==> config.mk <==
export PLATFORM = sky130hd
export DESIGN_NAME = gdf_gate_ctrl
export DESIGN_NICKNAME = d
export VERILOG_FILES = /design/src/gdf_pkg.sv /design/src/gdf_sync3.sv /design/src/gdf_gate_ctrl.sv
export SDC_FILE = /design/constraint.sdc
export NUM_CORES = 1
export LEC_CHECK = 0
export BUFFER_PORTS_ARGS = -buffer_cell sky130_fd_sc_hd__buf_4
export CORE_MARGIN = 3
export CORE_UTILIZATION = 55
export CTS_CLUSTER_SIZE = 25
export DETAILED_ROUTE_END_ITERATION = 16
export PLACE_DENSITY_LB_ADDON = 0.05
export SLEW_MARGIN = 15
export SYNTH_ARGS = -nofsm -noshare
export SYNTH_HDL_FRONTEND = slang
export SYNTH_HIERARCHICAL = 1
export SYNTH_SLANG_ARGS = --single-unit
==> constraint.sdc <==
create_clock -name i_clock -period 2.4 [get_ports i_clock]
set_input_delay 0.24 -clock i_clock [delete_from_list [all_inputs] [get_ports i_clock]]
set_output_delay 0.24 -clock i_clock [all_outputs]
set_load 0.02 [all_outputs]
==> src/gdf_pkg.sv <==
package gdf_pkg;
	// -----------------------------------------------------------------
	// clock and timing
	// -----------------------------------------------------------------
	localparam int unsigned CLK_HZ         = 40_000_000;
	localparam int unsigned CLK_PERIOD_PS  = 25_000;
	// edge acknowledge off pulse, nominal
	localparam int unsigned ACK_NS         = 900;
	localparam int unsigned ACK_CYC        =
		(ACK_NS * 1000 + CLK_PERIOD_PS - 1) / CLK_PERIOD_PS;
	// desaturation check delay after turn-on command
	localparam int unsigned SAMPLE_NS      = 8_500;
	localparam int unsigned SAMPLE_CYC     =
		(SAMPLE_NS * 1000 + CLK_PERIOD_PS - 1) / CLK_PERIOD_PS;
	// latest autonomous turn-off after turn-on command
	localparam int unsigned TOFF_MAX_NS    = 10_000;
	localparam int unsigned TOFF_MAX_CYC   =
		(TOFF_MAX_NS * 1000) / CLK_PERIOD_PS;
	// fault lockout, status light off
	localparam int unsigned LOCK_MS        = 1_000;
	localparam int unsigned LOCK_CYC       = (CLK_HZ / 1000) * LOCK_MS;
	localparam int unsigned CNT_W          = 26;

	// -----------------------------------------------------------------
	// modes and carriers
	// -----------------------------------------------------------------
	typedef enum logic {
		GDF_MODE_LOCAL,
		GDF_MODE_HOST
	} gdf_mode_t;

	typedef struct packed {
		logic gate_on;
		logic status_light;
		logic fault_active;
	} gdf_out_t;
endpackage : gdf_pkg

==> src/gdf_sync3.sv <==
`timescale 1ns/1ps
`default_nettype none
module gdf_sync3 (
	// clock and reset
	input  wire logic i_clock,
	input  wire logic i_nrst,
	// asynchronous level in, filtered level out
	input  wire logic i_async,
	output logic      o_level
);
	logic s1;
	logic s2;
	logic s3;

	always_ff @(posedge i_clock) begin
		if (!i_nrst) begin
			s1 <= 1'b0;
			s2 <= 1'b0;
			s3 <= 1'b0;
		end else begin
			s1 <= i_async;
			s2 <= s1;
			s3 <= s2;
		end
	end

	// change accepted once stages two and three agree
	always_ff @(posedge i_clock) begin
		if (!i_nrst) begin
			o_level <= 1'b0;
		end else if (s2 == s3) begin
			o_level <= s3;
		end
	end
endmodule : gdf_sync3
`default_nettype wire

==> src/gdf_gate_ctrl.sv <==
// Notes on behaviour
// - local mode: fault turns switch off autonomously
// - mode selector: 1-2 local, 2-3 host
// - host mode: fault reported via status
// - host mode: gate keeps following command
// - status on when healthy, off on malfunction
// - every command edge: ~900 ns off pulse
// - local mode: off within 10 us
// - fault holds status off one second
// - gate follows command light
// - check desaturation 8.5 us after turn-on
// - undervoltage blocks turn-on
`timescale 1ns/1ps
`default_nettype none
module gdf_gate_ctrl #(
	parameter int unsigned LOCK_CYC = gdf_pkg::LOCK_CYC
) (
	// clock and reset
	input  wire logic i_clock,
	input  wire logic i_nrst,
	// optical command, light = on
	input  wire logic i_cmd_light,
	// mode selector strap: high = positions 2-3 bridged
	input  wire logic i_fault_mode_selector,
	// analog monitors
	input  wire logic i_desat,
	input  wire logic i_undervolt,
	// outputs
	output logic      o_gate_on,
	output logic      o_status_light,
	output logic      o_fault_active
);
	// -----------------------------------------------------------------
	// input conditioning
	// -----------------------------------------------------------------
	logic cmd;
	logic desat;
	logic uv;
	logic cmd_d;
	logic sel;

	// every input comes from the optical side, the analog side or the strap, so each gets
	// the full three-stage filter; a single-cycle glitch is ignored
	gdf_sync3 u_cmd (
		.i_clock (i_clock),
		.i_nrst  (i_nrst),
		.i_async (i_cmd_light),
		.o_level (cmd)
	);
	gdf_sync3 u_desat (
		.i_clock (i_clock),
		.i_nrst  (i_nrst),
		.i_async (i_desat),
		.o_level (desat)
	);
	gdf_sync3 u_uv (
		.i_clock (i_clock),
		.i_nrst  (i_nrst),
		.i_async (i_undervolt),
		.o_level (uv)
	);
	gdf_sync3 u_sel (
		.i_clock (i_clock),
		.i_nrst  (i_nrst),
		.i_async (i_fault_mode_selector),
		.o_level (sel)
	);

	always_ff @(posedge i_clock) begin
		if (!i_nrst) begin
			cmd_d <= 1'b0;
		end else begin
			cmd_d <= cmd;
		end
	end

	logic rise;
	logic edge_ev;
	assign rise    = cmd & ~cmd_d;
	assign edge_ev = cmd ^ cmd_d;

	// -----------------------------------------------------------------
	// mode capture
	// -----------------------------------------------------------------
	// the strap is static; it is taken while the command is off so a
	// fiddled jumper never changes behaviour inside a pulse
	gdf_pkg::gdf_mode_t mode;

	always_ff @(posedge i_clock) begin
		if (!i_nrst) begin
			mode <= gdf_pkg::GDF_MODE_LOCAL;
		end else if (!cmd) begin
			mode <= sel ? gdf_pkg::GDF_MODE_HOST
				: gdf_pkg::GDF_MODE_LOCAL;
		end
	end

	// -----------------------------------------------------------------
	// desaturation check timer
	// -----------------------------------------------------------------
	// every interval is a count of system clocks, so a new clock rate
	// needs the package constants retuned and, for a faster clock, the 9-bit and 6-bit counters here widened
	localparam logic [8:0] SAMPLE_CNT = 9'(gdf_pkg::SAMPLE_CYC);
	localparam logic [8:0] TOFF_CNT   = 9'(gdf_pkg::TOFF_MAX_CYC);
	logic [8:0] on_cnt;
	logic       timing;
	logic       sample_ev;

	always_ff @(posedge i_clock) begin
		if (!i_nrst) begin
			on_cnt <= '0;
			timing <= 1'b0;
		end else if (rise) begin
			on_cnt <= 9'h001;
			timing <= 1'b1;
		end else if (!cmd) begin
			timing <= 1'b0;
		end else if (timing) begin
			on_cnt <= on_cnt + 9'h001;
			if (on_cnt == SAMPLE_CNT) begin
				timing <= 1'b0;
			end
		end
	end

	// limitation: a short that appears after the check goes unseen until
	// the next turn-on; this only guards against turning on into a short
	// sampled SAMPLE_CNT cycles after the edge, well inside TOFF_CNT
	assign sample_ev = timing && cmd && (on_cnt == SAMPLE_CNT)
		&& (SAMPLE_CNT < TOFF_CNT);

	// -----------------------------------------------------------------
	// fault lockout
	// -----------------------------------------------------------------
	// a fresh fault inside the lockout restarts the full second
	logic [gdf_pkg::CNT_W-1:0] lock_cnt;
	logic                      fault;
	localparam logic [gdf_pkg::CNT_W-1:0] LOCK_LAST =
		gdf_pkg::CNT_W'(LOCK_CYC - 1);

	always_ff @(posedge i_clock) begin
		if (!i_nrst) begin
			fault    <= 1'b0;
			lock_cnt <= '0;
		end else if (sample_ev && desat) begin
			fault    <= 1'b1;
			lock_cnt <= '0;
		end else if (fault) begin
			if (lock_cnt == LOCK_LAST) begin
				fault <= 1'b0;
			end else begin
				lock_cnt <= lock_cnt + 1'b1;
			end
		end
	end

	// local-mode trip: switch stays off until the command drops
	logic trip;
	always_ff @(posedge i_clock) begin
		if (!i_nrst) begin
			trip <= 1'b0;
		end else if (sample_ev && desat
			&& mode == gdf_pkg::GDF_MODE_LOCAL) begin
			trip <= 1'b1;
		end else if (!cmd) begin
			trip <= 1'b0;
		end
	end

	// -----------------------------------------------------------------
	// edge acknowledge pulse
	// -----------------------------------------------------------------
	// a second edge inside the pulse restarts it, so the host sees one
	// longer dark interval rather than two
	localparam logic [5:0] ACK_CNT = 6'(gdf_pkg::ACK_CYC);
	logic [5:0] ack_cnt;

	always_ff @(posedge i_clock) begin
		if (!i_nrst) begin
			ack_cnt <= '0;
		end else if (edge_ev) begin
			ack_cnt <= ACK_CNT;
		end else if (ack_cnt != 6'h00) begin
			ack_cnt <= ack_cnt - 6'h01;
		end
	end

	// -----------------------------------------------------------------
	// outputs
	// -----------------------------------------------------------------
	// trip is applied combinationally too so the switch drops at the
	// clock edge that ends the check cycle, not one cycle later
	logic next_gate;
	logic next_status;
	always_comb begin
		next_gate = cmd && !uv;
		if (trip || (sample_ev && desat
			&& mode == gdf_pkg::GDF_MODE_LOCAL)) begin
			next_gate = 1'b0;
		end
		// undervoltage counts as a malfunction, so it darkens the status
		// fault reported in both modes; in host mode nothing else
		next_status = !(fault || uv || ack_cnt != 6'h00
			|| edge_ev);
	end

	always_ff @(posedge i_clock) begin
		if (!i_nrst) begin
			o_gate_on      <= 1'b0;
			o_status_light <= 1'b0;
			o_fault_active <= 1'b0;
		end else begin
			o_gate_on      <= next_gate;
			o_status_light <= next_status;
			o_fault_active <= fault;
		end
	end
endmodule : gdf_gate_ctrl
`default_nettype wire

==> run metrics <==
status finished clean; Clock H-tree levels 3; Max-slew headroom 47.8%; Final Slew Violations 0; R2R cell count 7; Syn Std Cell Area 2840 um^2; max FFs per register 26; GRT Util Overall 19.4%; post-synth top area share a little under half; Slew @ Worst Pin just under 0.8 ns; Post-synth EDFFs 0; XOR/XNOR share of the synthesized area ~3.7%; DRC 0; LEAKAGE between 1 and 1.5 nW; max-cap violation count 0; post-CTS setup repair buffer count 0; Yosys Warn Count 6; Final period util 86.2%; post-CTS sizing 0; Util after Layout between 60% and 70%; DP Wirelength between 3 and 4 mm; crit path DAT between 2 and 2.5 ns; fill count about 420; PnR worst setup slack around 0.33 ns; Cell Pwr Density between 600 and 700 nW/um^2; CTS Hold Bufs 0; Hold Path Depth 2; initial antenna violation count 0; Post-Synth Simple-Gate Area about 28%; pre-CTS setup slack ~0.32 ns; Area Growth Syn to Fin 10.7%; layout cell share with drive strength beyond 1 a little over a tenth; via count 2197; first-pass GRT wire length ~9.5 mm; RSZ-0062 raised after global routing no; Synth Area in Adders roughly 2.6%; CP max stage delay a little under 0.6 ns; Synthesized Nets roughly 330; Slowest cell on crit path a31oi_2; Max Freq ~480 MHz; Post-synth top flop dfxtp_1; Syn Inst Count approximately 310; post-synthesis sequential area ratio 45.8%; Starting Density between 50% and 60%; commonest non-fill, non-tap cell in the layout dfxtp_1; die width just under 80 um; # diodes 0; final setup vio count 0; crit path kind flop to flop; Root Driver clkbuf_8; chip height roughly 78 um; Total Die Area 6070 um^2; GP Congestion between 0.7 and 0.8; Final min period ~2.1 ns; multiplexer area fraction after synthesis between 4 and 5%; clock sink count 65; top cells by area, synth dfxtp_1 (46%), nand2_1 (4.4%), mux2i_1 (4.2%); worst path cell trace inv_1 -> ha_1 -> and4b_1 -> a31oi_2 -> buf_4 -> nand2b_1 -> mux2i_1; Crit Path Max Fanout 17; Top reg by flops lock_cnt; largest family of logic cells by synthesized area simple AND/OR/NAND/NOR gates; CP required 2.66 ns; first-iteration detailed-routing DRC count between 100 and 150; DR pass1 iterations 4; I/O pins 9; syn avg cell area 9.06 um^2; endpoints failing hold 0; Final ANT Viol Nets 0; NumNets Final 340; startpoint types flop; Synth area leader dfxtp_1; Synth Area in Compound Gates 13.0%; Peak VDD IR between 0.5 and 0.6 mV; leading cell types in the layout, fill and taps excluded dfxtp_1 (65), nand2_1 (33), nor2_1 (20); clock tree buffer depth 2; CTS tree done; Worst-Skew Late Latency 0.34 ns; CTS Buf Count 9; Core ar. slightly below 5000 um^2; setup TNS 0 ns; Worst Skew about 0.0084 ns; Post-synth ARST share 0%; wire per inst between 10 and 15 um; register bit total from synthesis 65; Regs by FF count lock_cnt: 26 flops, on_cnt: 9 flops, ack_cnt: 6 flops; vias in the first global route about 2100; grt total ovfl 0; DR vias/cell between 5 and 6; wirelength, routed between 5 and 6 mm; largest net degree at the start of global routing 23; Core Rows 25; Worst-path clk slew 0.07 ns; # port buffers 8; worst hold path class primary input to flop; Synth cell types between 40 and 50; crit end category flop
[metal layers]
layer	GRT usage, %	vias to the layer above	part of all wire, %
li1	-	1154	-
met5	0	-	0
met2	29.9	22	44
met1	25.3	1010	51
met4	10.1	0	2.2
met3	4.52	11	2.3
[where the power goes]
group	switching [mW]	internal (mW)	leakage, nW	total, mW
Combinational	0.136	0.128	0.538	0.264
Clock	0.386	0.357	0.0778	0.743
Sequential	0.0392	1.13	0.527	1.17
Total	0.561	1.62	1.14	2.18
[Yosys cell counts (all sizes together), types with 6 or more instances]
cell,count
a211oi,7
a21oi,14
and2,18
clkbuf,11
dfxtp,65
ha,6
inv,11
mux2i,12
nand2,33
nand2b,16
nand3,8
nand4,12
nor2,20
o21ai,13
o311ai,6
o41ai,6
or3,8
xor2,9
[critical path, delay by kind of cell, from the launching register on]
| kind | cells | cell delay [ns] |
|---|---|---|
| AOI/OAI and AO/OA | 1 | 0.59 |
| adders and majority gates | 1 | 0.20 |
| buffers and inverters | 2 | 0.39 |
| DFF | 1 | 0.39 |
| muxes | 1 | 0.13 |
| and+or+nand+nor | 2 | 0.28 |
[path summary, 6_finish.rpt]
path | start | end | slack (ns)
min | i_undervolt | u_uv/s1$_SDFF_PN0_ | 0.11
max | on_cnt[0]$_SDFFE_PN0P_ | lock_cnt[6]$_SDFFE_PP0P_ | 0.33
min reg2reg | u_desat/s1$_SDFF_PN0_ | u_desat/s2$_SDFF_PN0_ | 0.43
max reg2reg | on_cnt[0]$_SDFFE_PN0P_ | lock_cnt[6]$_SDFFE_PP0P_ | 0.33
[metrics by stage]
| step | power (mW) | hold slack (ns) | cell area (um^2) | std cells |
|---|---|---|---|---|
| after floorplan | 1.40 | 0.358 | 2840 | 314 |
| after global placement | 1.46 | 0.407 | 3000 | 384 |
| after detailed placement | 1.46 | 0.411 | 3000 | 384 |
| after CTS | 2.21 | 0.104 | 3150 | 398 |
| after global routing | 2.28 | 0.113 | 3150 | 398 |
| final | 2.18 | 0.113 | 3150 | 398 |
[cell type report]
type | instances | area (um^2) | area share [%]
sequential | 65 | 1300 | 41.3
clock inverter | 4 | 22.5 | 0.715
tap | 67 | 83.8 | 2.66
timing repair buffer | 14 | 105 | 3.34
inverter | 12 | 45.0 | 1.43
clock buffer | 10 | 128 | 4.05
multi-input combinational | 226 | 1460 | 46.5
[kinds of logic after synthesis]
family,Yosys count
xor gates and xnor gates,12
and+or+nand+nor,140
adders and majority gates,6
DFF,65
AOI/OAI and AO/OA,56
buffers and inverters,23
muxes,12
No activity file was read; power rests on OpenSTA's default activity.
